<file path="src/include/selfid_pkg.sv">
// shared constants and carrier types for the self-id and upper mask block
package selfid_pkg;

  // register byte offsets
  localparam logic [7:0] MASK_SET_OFFSET = 8'h70;
  localparam logic [7:0] MASK_CLEAR_OFFSET = 8'h74;
  localparam logic [7:0] TALLY_OFFSET = 8'h90;
  localparam logic [7:0] IRQ_STATUS_OFFSET = 8'h94;
  localparam logic [7:0] IRQ_MASK_OFFSET = 8'h98;

  // self-id tally field positions
  localparam int FAULT_BIT = 31;
  localparam int GEN_LSB = 16;
  localparam int GEN_MSB = 23;
  localparam int COUNT_LSB = 2;
  localparam int COUNT_MSB = 10;
  localparam int GEN_WIDTH = GEN_MSB - GEN_LSB + 1;
  localparam int COUNT_WIDTH = COUNT_MSB - COUNT_LSB + 1;

  // reset values and quadlet count ceiling
  localparam logic [GEN_WIDTH-1:0] GEN_RESET = 8'h00;
  localparam logic [COUNT_WIDTH-1:0] COUNT_RESET = 9'h000;
  localparam logic [COUNT_WIDTH-1:0] COUNT_MAX = 9'h1FF;
  localparam logic [31:0] MASK_RESET = 32'h0000_0000;
  localparam logic [31:0] READ_IDLE = 32'h0000_0000;

  // channel split: upper mask covers 32..63
  localparam logic [5:0] UPPER_CHANNEL_BASE = 6'h20;

  // interrupt status bit positions
  localparam int IRQ_BITS = 4;
  localparam int IRQ_BUS_RESET = 0;
  localparam int IRQ_SELF_ID_DONE = 1;
  localparam int IRQ_SELF_ID_FAULT = 2;
  localparam int IRQ_ISO_DROP = 3;
  localparam logic [IRQ_BITS-1:0] IRQ_RESET = 4'h0;

  // self-id reception progress
  typedef enum logic [0:0] {
    RX_IDLE = 1'b0,
    RX_ACTIVE = 1'b1
  } self_id_state_e;

  // events from the link receive path
  typedef struct packed {
    logic bus_reset;
    logic rx_start;
    logic quadlet_written;
    logic hw_error;
    logic write_error;
    logic rx_done;
  } self_id_event_s;

  // isochronous packet header seen by the receive path
  typedef struct packed {
    logic valid;
    logic [5:0] channel;
  } iso_header_s;

endpackage

</file>
<file path="src/iso_channel_filter.sv">
// per-packet accept or drop decision for isochronous receive channels
`timescale 1ns/1ps

module iso_channel_filter (
  input wire logic sys_clk_in,
  input wire logic rst_n_in,
  input wire logic [31:0] upper_mask_in,
  input wire selfid_pkg::iso_header_s header_in,
  output logic accept_out,
  output logic drop_out
);

  // true when channel is in the upper half and its enable bit is off
  function automatic logic upper_blocked(input logic [5:0] ch,
                                         input logic [31:0] mask);
    logic [4:0] idx;
    idx = ch[4:0];
    upper_blocked = (ch >= selfid_pkg::UPPER_CHANNEL_BASE) && !mask[idx];
  endfunction

  // registered decision; lower channels pass, their mask lives elsewhere
  always_ff @(posedge sys_clk_in or negedge rst_n_in) begin
    if (!rst_n_in) begin
      accept_out <= 1'b0;
      drop_out <= 1'b0;
    end else begin
      accept_out <= header_in.valid &&
        !upper_blocked(header_in.channel, upper_mask_in); // RULE12
      drop_out <= header_in.valid &&
        upper_blocked(header_in.channel, upper_mask_in); // RULE14
    end
  end
endmodule

</file>
<file path="src/self_id_regs.sv">
// self-id tally, upper isochronous receive mask and interrupt registers
`timescale 1ns/1ps

// What this block does
// RULE1: set fault flag bit 31 on any error in latest self-id reception
// RULE2: clear fault flag when a later reception ends with no error
// RULE3: hardware faults and host memory write failures both count as errors
// RULE4: tally bits 30-24, 15-11 and 1-0 read as zero
// RULE5: generation field bits 23-16 increments on each bus reset
// RULE6: generation wraps from 255 to zero
// RULE7: bits 10-2 hold quadlets written to buffer this generation
// RULE8: quadlet count includes header quadlet and all self-id quadlets
// RULE9: quadlet count clears to zero when a new reception starts
// RULE10: 32-bit mask enables isochronous receive on upper 32 channels
// RULE11: reads at set or clear address return current mask
// RULE12: mask bit n enables channel n plus 32
// RULE13: ones written at set address set bits, at clear address clear
// RULE14: packets on channels 32-63 with mask bit zero are dropped
module self_id_regs (
  input wire logic sys_clk_in,
  input wire logic rst_n_in,
  input wire logic [7:0] reg_addr_in,
  input wire logic [31:0] reg_wdata_in,
  input wire logic reg_wr_in,
  input wire logic reg_rd_in,
  output logic [31:0] reg_rdata_out,
  input wire selfid_pkg::self_id_event_s self_id_event_in,
  input wire selfid_pkg::iso_header_s iso_header_in,
  output logic iso_accept_out,
  output logic iso_drop_out,
  output logic irq_out
);

  selfid_pkg::self_id_state_e state_q;
  selfid_pkg::self_id_state_e state_d;
  logic self_id_fault_flag_q;
  logic fault_seen_q;
  logic [selfid_pkg::GEN_WIDTH-1:0] bus_reset_generation_count_q;
  logic [selfid_pkg::COUNT_WIDTH-1:0] self_id_quadlet_count_q;
  logic [31:0] upper_channel_rx_enable_bit_q;
  logic [selfid_pkg::IRQ_BITS-1:0] irq_status_q;
  logic [selfid_pkg::IRQ_BITS-1:0] irq_mask_q;
  logic [selfid_pkg::IRQ_BITS-1:0] irq_event;
  logic any_error;
  logic rx_active;
  logic rx_finish;
  logic [31:0] tally_word;
  logic wr_mask_set;
  logic wr_mask_clear;
  logic wr_irq_status;
  logic wr_irq_mask;

  // write decode shared by the mask and interrupt register processes
  assign wr_mask_set = reg_wr_in &&
    (reg_addr_in == selfid_pkg::MASK_SET_OFFSET);
  assign wr_mask_clear = reg_wr_in &&
    (reg_addr_in == selfid_pkg::MASK_CLEAR_OFFSET);
  assign wr_irq_status = reg_wr_in &&
    (reg_addr_in == selfid_pkg::IRQ_STATUS_OFFSET);
  assign wr_irq_mask = reg_wr_in &&
    (reg_addr_in == selfid_pkg::IRQ_MASK_OFFSET);

  // both error sources feed the same fault path
  assign any_error = self_id_event_in.hw_error ||
    self_id_event_in.write_error; // RULE3
  assign rx_active = (state_q == selfid_pkg::RX_ACTIVE);
  assign rx_finish = rx_active && self_id_event_in.rx_done;

  // reception tracker: a start always reopens, even mid-reception
  always_comb begin
    state_d = state_q;
    case (state_q)
      selfid_pkg::RX_IDLE: begin
        if (self_id_event_in.rx_start) begin
          state_d = selfid_pkg::RX_ACTIVE;
        end
      end
      selfid_pkg::RX_ACTIVE: begin
        if (self_id_event_in.rx_start) begin
          state_d = selfid_pkg::RX_ACTIVE;
        end else if (self_id_event_in.rx_done) begin
          state_d = selfid_pkg::RX_IDLE;
        end
      end
      default: begin
        state_d = selfid_pkg::RX_IDLE;
      end
    endcase
  end

  always_ff @(posedge sys_clk_in or negedge rst_n_in) begin
    if (!rst_n_in) begin
      state_q <= selfid_pkg::RX_IDLE;
    end else begin
      state_q <= state_d;
    end
  end

  // per-reception error memory, used to decide the clear at the end
  always_ff @(posedge sys_clk_in or negedge rst_n_in) begin
    if (!rst_n_in) begin
      fault_seen_q <= 1'b0;
    end else if (self_id_event_in.rx_start) begin
      fault_seen_q <= any_error;
    end else if (rx_active && any_error) begin
      fault_seen_q <= 1'b1;
    end
  end

  // fault flag: an error sets it at once; a clean finish clears it
  always_ff @(posedge sys_clk_in or negedge rst_n_in) begin
    if (!rst_n_in) begin
      self_id_fault_flag_q <= 1'b0;
    end else if ((rx_active || self_id_event_in.rx_start) && any_error) begin
      self_id_fault_flag_q <= 1'b1; // RULE1
    end else if (rx_finish && !fault_seen_q) begin
      self_id_fault_flag_q <= 1'b0; // RULE2
    end
  end

  // generation counter; natural 8-bit overflow gives the wrap
  always_ff @(posedge sys_clk_in or negedge rst_n_in) begin
    if (!rst_n_in) begin
      bus_reset_generation_count_q <= selfid_pkg::GEN_RESET;
    end else if (self_id_event_in.bus_reset) begin
      bus_reset_generation_count_q <=
        bus_reset_generation_count_q + 8'h01; // RULE5 RULE6
    end
  end

  // quadlet count; saturates so a runaway phy cannot alias to small
  always_ff @(posedge sys_clk_in or negedge rst_n_in) begin
    if (!rst_n_in) begin
      self_id_quadlet_count_q <= selfid_pkg::COUNT_RESET;
    end else if (self_id_event_in.rx_start) begin
      self_id_quadlet_count_q <= selfid_pkg::COUNT_RESET; // RULE9
    end else if (rx_active && self_id_event_in.quadlet_written &&
                 self_id_quadlet_count_q != selfid_pkg::COUNT_MAX) begin
      // header and data quadlets alike arrive as quadlet_written
      self_id_quadlet_count_q <=
        self_id_quadlet_count_q + 9'h001; // RULE7 RULE8
    end
  end

  // upper channel mask, set and clear through separate addresses
  always_ff @(posedge sys_clk_in or negedge rst_n_in) begin
    if (!rst_n_in) begin
      upper_channel_rx_enable_bit_q <= selfid_pkg::MASK_RESET;
    end else if (wr_mask_set) begin
      upper_channel_rx_enable_bit_q <=
        upper_channel_rx_enable_bit_q | reg_wdata_in; // RULE10 RULE13
    end else if (wr_mask_clear) begin
      upper_channel_rx_enable_bit_q <=
        upper_channel_rx_enable_bit_q & ~reg_wdata_in; // RULE13
    end
  end

  // packet filter keyed by the mask
  iso_channel_filter u_filter (
    .sys_clk_in(sys_clk_in),
    .rst_n_in(rst_n_in),
    .upper_mask_in(upper_channel_rx_enable_bit_q),
    .header_in(iso_header_in),
    .accept_out(iso_accept_out),
    .drop_out(iso_drop_out)
  );

  // event sources for the interrupt status
  assign irq_event[selfid_pkg::IRQ_BUS_RESET] = self_id_event_in.bus_reset;
  assign irq_event[selfid_pkg::IRQ_SELF_ID_DONE] = rx_finish;
  assign irq_event[selfid_pkg::IRQ_SELF_ID_FAULT] =
    (rx_active || self_id_event_in.rx_start) && any_error;
  assign irq_event[selfid_pkg::IRQ_ISO_DROP] = iso_drop_out;

  // sticky status bits; a new event beats a write-one-to-clear
  genvar gi;
  generate
    for (gi = 0; gi < selfid_pkg::IRQ_BITS; gi++) begin : g_irq
      always_ff @(posedge sys_clk_in or negedge rst_n_in) begin
        if (!rst_n_in) begin
          irq_status_q[gi] <= 1'b0;
        end else if (irq_event[gi]) begin
          irq_status_q[gi] <= 1'b1;
        end else if (wr_irq_status && reg_wdata_in[gi]) begin
          irq_status_q[gi] <= 1'b0;
        end
      end
    end
  endgenerate

  // interrupt mask, plain read/write
  always_ff @(posedge sys_clk_in or negedge rst_n_in) begin
    if (!rst_n_in) begin
      irq_mask_q <= selfid_pkg::IRQ_RESET;
    end else if (wr_irq_mask) begin
      irq_mask_q <= reg_wdata_in[selfid_pkg::IRQ_BITS-1:0];
    end
  end

  // level interrupt, combinational from registered state
  assign irq_out = |(irq_status_q & irq_mask_q);

  // tally word; unused bit ranges stay zero
  always_comb begin
    tally_word = selfid_pkg::READ_IDLE; // RULE4
    tally_word[selfid_pkg::FAULT_BIT] = self_id_fault_flag_q;
    tally_word[selfid_pkg::GEN_MSB:selfid_pkg::GEN_LSB] =
      bus_reset_generation_count_q;
    tally_word[selfid_pkg::COUNT_MSB:selfid_pkg::COUNT_LSB] =
      self_id_quadlet_count_q;
  end

  // read data one cycle after the strobe, zero otherwise and unmapped
  always_ff @(posedge sys_clk_in or negedge rst_n_in) begin
    if (!rst_n_in) begin
      reg_rdata_out <= selfid_pkg::READ_IDLE;
    end else if (reg_rd_in) begin
      case (reg_addr_in)
        selfid_pkg::MASK_SET_OFFSET,
        selfid_pkg::MASK_CLEAR_OFFSET: begin
          reg_rdata_out <= upper_channel_rx_enable_bit_q; // RULE11
        end
        selfid_pkg::TALLY_OFFSET: begin
          reg_rdata_out <= tally_word;
        end
        selfid_pkg::IRQ_STATUS_OFFSET: begin
          reg_rdata_out <= {28'h0000000, irq_status_q};
        end
        selfid_pkg::IRQ_MASK_OFFSET: begin
          reg_rdata_out <= {28'h0000000, irq_mask_q};
        end
        default: begin
          reg_rdata_out <= selfid_pkg::READ_IDLE;
        end
      endcase
    end else begin
      reg_rdata_out <= selfid_pkg::READ_IDLE;
    end
  end
endmodule

</file>
<file path="config.mk">
export PLATFORM = sky130hd
export DESIGN_NAME = self_id_regs
export DESIGN_NICKNAME = d
export VERILOG_FILES = /design/src/include/selfid_pkg.sv /design/src/iso_channel_filter.sv /design/src/self_id_regs.sv
export SDC_FILE = /design/constraint.sdc
export NUM_CORES = 1
export LEC_CHECK = 0
export BUFFER_PORTS_ARGS = -buffer_cell sky130_fd_sc_hd__buf_4
export CORE_MARGIN = 2
export CORE_UTILIZATION = 45
export DETAILED_ROUTE_END_ITERATION = 8
export PLACE_DENSITY_LB_ADDON = 0.2
export SLEW_MARGIN = 40
export SYNTH_ARGS = -nofsm -noshare
export SYNTH_HDL_FRONTEND = slang
export SYNTH_SLANG_ARGS = --single-unit
</file>
<file path="constraint.sdc">
create_clock -name sys_clk_in -period 3.2 [get_ports sys_clk_in]
set_input_delay 0.32 -clock sys_clk_in [delete_from_list [all_inputs] [get_ports sys_clk_in]]
set_output_delay 0.32 -clock sys_clk_in [all_outputs]
set_load 0.1 [all_outputs]
</file>
==> flow_metrics.py <==
metrics = {
    "route": {
        "drtAntennaViolNets": 0,
        "wl_per_cell_um": 17.2,
        "wl_um": 9520,
        "drtPass1Iterations": 5,
        "drtIter0Drc": 133,
        "drc": 0,
        "vias": 3027,
        "vias_per_cell": 5.47,
    },
    "grt": {
        "overflow": 0,
        "grt_pass1_vias": 3162,
        "antenna_found_initial": 0,
        "grt_max_degree": 57,
        "grt_usage_pct": 20.5,
        "grt_pass1_wl_um": 15900,
    },
    "die": {
        "die_h_um": 99.7,
        "die_x_um": 99.7,
        "ios": 92,
        "start_util_pct": 46.8,
        "rows": 34,
        "fp.dieArea_um2": 9950,
        "core_region_area_um2": 8810,
    },
    "cts": {
        "postCtsSetupBuffers": 0,
        "cts.sinks": 94,
        "htreeDepth": 3,
        "clk_path_buf_depth": 2,
        "clk_pin_slew_ps": 90,
        "ctsResizeCount": 0,
        "clk_root_buffer_cell": "clkbuf_8",
        "ctsHoldBuffers": 0,
        "clock_latency_ps": 370,
        "cts_buffers": 9,
        "cts_tree": "built",
    },
    "timing": {
        "final_max_slew_viol_count": 0,
        "skew_ps": 9.16,
        "relSlewSlack_pct": 54.3,
        "setup_viol": 0,
        "rsz0062_at_grt": "no",
        "fin_hold_ws_ps": -7.50,
        "tns_ps": 0,
        "finalCritPeriodShare_pct": 62.4,
        "finalHoldViolations": 7,
        "worst_pin_slew_ps": 680,
        "post-route-min-period_ps": 2000,
        "timing.fmax_ghz": 0.501,
    },
    "cells_and_area": {
        "drive_gt1_share_pct": 34.6,
        "nFillCells": 758,
        "area_growth_pct": 24.8,
        "final_nets": 500,
        "num_antenna_cells": 0,
    },
    "logic_synthesis": {
        "yosysSeqAreaShare_pct": 57.0,
        "synth_top_area_share_pct": 57.0,
        "yosysMostFrequentCell": "dfrtp_1",
        "synth-edff-count": 0,
        "yosysWarningCount": 0,
        "syn-num-nets": 406,
        "synth_cell_type_count": 38,
        "synthArstFlopShare_pct": 100,
        "synthTopCellsByArea": "dfrtp_1 57%, mux2_2 9.0%, nand2_1 4.5%",
        "synth_area_um2": 4130,
        "avgSynthCellArea_um2": 11.9,
        "yosys.area.top_type": "dfrtp_1",
        "ys_ff_latch": 94,
        "synthTopCellsByCount": "94 x dfrtp_1, 50 x nand2_1, 33 x mux2_2, 28 x nor2_1, 17 x a22oi_1",
        "syn_inst": 346,
        "ys_dominant_reg_cell": "dfrtp_1",
    },
    "worst_hold_path": {
        "hp-class": "input port to async pin",
    },
    "power_and_ir_drop": {
        "sw_frac_of_total_pct": 26.3,
        "p_switching_mw": 0.635,
        "p_int_mw": 1.78,
        "p_seq_share_pct": 55.1,
        "p_per_area_nw_per_um2": 469,
        "peakVddDrop_mv": 0.256,
        "power_frac_clock_pct": 33.5,
        "p_comb_share_pct": 11.3,
        "total_power_mw": 2.41,
        "leakage_nw": 2.52,
    },
    "placement": {
        "place_hpwl_um": 6750,
        "gp_congestion": 0.818,
        "io_buffer_count": 91,
    },
    "setup_path": {
        "worstPathRequired_ps": 3450,
        "reg2regPathDepth": 7,
        "path_class": "input port to register",
        "r2r_start": "self_id_quadlet_count_q[0]",
        "timing.critical_path.mode_cell": "buf_4",
        "start_kind": "input port",
        "max_stage_delay_ps": 580,
        "critPathArrivalTime_ps": 2250,
        "r2r-end": "self_id_quadlet_count_q[3]",
        "crit_slowest_cell": "nor3_4",
        "crit_fanout": 18,
        "endpoint_kind": "register",
        "crit_chain": "buf_4 -> or3_1 -> nor3_4 -> buf_4 -> nand2_1 -> mux2_1",
        "r2r_slack_ps": 1310,
    },
    "job": {
        "max-cap-violations": 0,
    },
    "status": {
        "failed_checks": "hold timing",
        "outcome": "finished, violations left",
    },
}
==> final cells by class <==
type	instances	area, um^2	area share [%]
Clock buffer	10	138	2.67
Tap cell	108	135	2.62
Sequential cell	94	2350	45.7
Timing Repair Buffer	100	751	14.6
Clock inverter	6	68.8	1.34
Multi-Input combinational cell	230	1690	32.8
Inverter	5	18.8	0.364
==> cells in the final DEF, fill, tap and decap left out, drive strengths merged, types with 4 or more instances in the layout <==
cell,count
o21ai,6
inv,7
nand3,8
xor2,5
a221oi,4
and3,13
mux2,39
a21oi,6
nand4,4
nor2,28
a222oi,4
clkbuf,10
mux4,6
buf,100
dfrtp,94
nor3,6
xnor2,8
a22oi,17
mux2i,4
nand2,50
==> how the worst max path moves through the flow <==
| stage | to | startpoint | slack, ps |
|---|---|---|---|
| floorplan | u_filter.drop_out | iso_header_in[0] | 1410 |
| global placement | register | reg_addr_in[1] | 890 |
| detailed placement | register | reg_addr_in[1] | 810 |
| CTS | register | reg_addr_in[1] | 1200 |
| global route | register | reg_addr_in[1] | 1120 |
| finish | register | reg_addr_in[1] | 1200 |
==> power groups by stage <==
stage                     combinational, mW  clock, mW  sequential, mW
after floorplan                       0.143          0            1.35
after global placement                0.272          0            1.35
after detailed placement              0.277          0            1.35
after CTS                             0.277      0.828            1.33
after global routing                  0.305      0.884            1.34
final                                 0.274      0.810            1.33
==> cells by family after synthesis <==
logic type,after synthesis,synth area share (%)
simple gates,122,14.1
flops,94,57.0
mux,49,15.4
compound gates,43,7.46
buf+inv,22,2.31
xor+xnor,13,2.76
fa+ha+maj,3,0.910
==> layer usage <==
| metal | global-route usage [%] | vias to the layer above | wire (um) |
|---|---|---|---|
| met5 | 0 | - | 0 |
| met4 | 7.59 | 0 | 175 |
| met3 | 4.29 | 15 | 677 |
| met2 | 32.4 | 107 | 4580 |
| met1 | 28.1 | 1481 | 4090 |
| li1 | - | 1424 | - |
==> critical path, delay by kind of cell <==
kind                   cells  cell delay, ps
multiplexers               1             310
buffers and inverters      2             460
AND/OR/NAND/NOR            3            1150
==> stage by stage <==
step                setup slack (ps)  hold WS [ps]  instance area, um^2  util [%]  cells
global placement                 886           406                 4940      56.1    537
detailed placement               813           417                 4940      56.1    537
global route                    1120          48.5                 5150      58.5    553
CTS                             1200          15.2                 5150      58.5    553
finish                          1200         -7.50                 5150      58.5    553
floorplan                       1410          24.4                 4130         -    346
No activity file was read; power rests on OpenSTA's default activity.
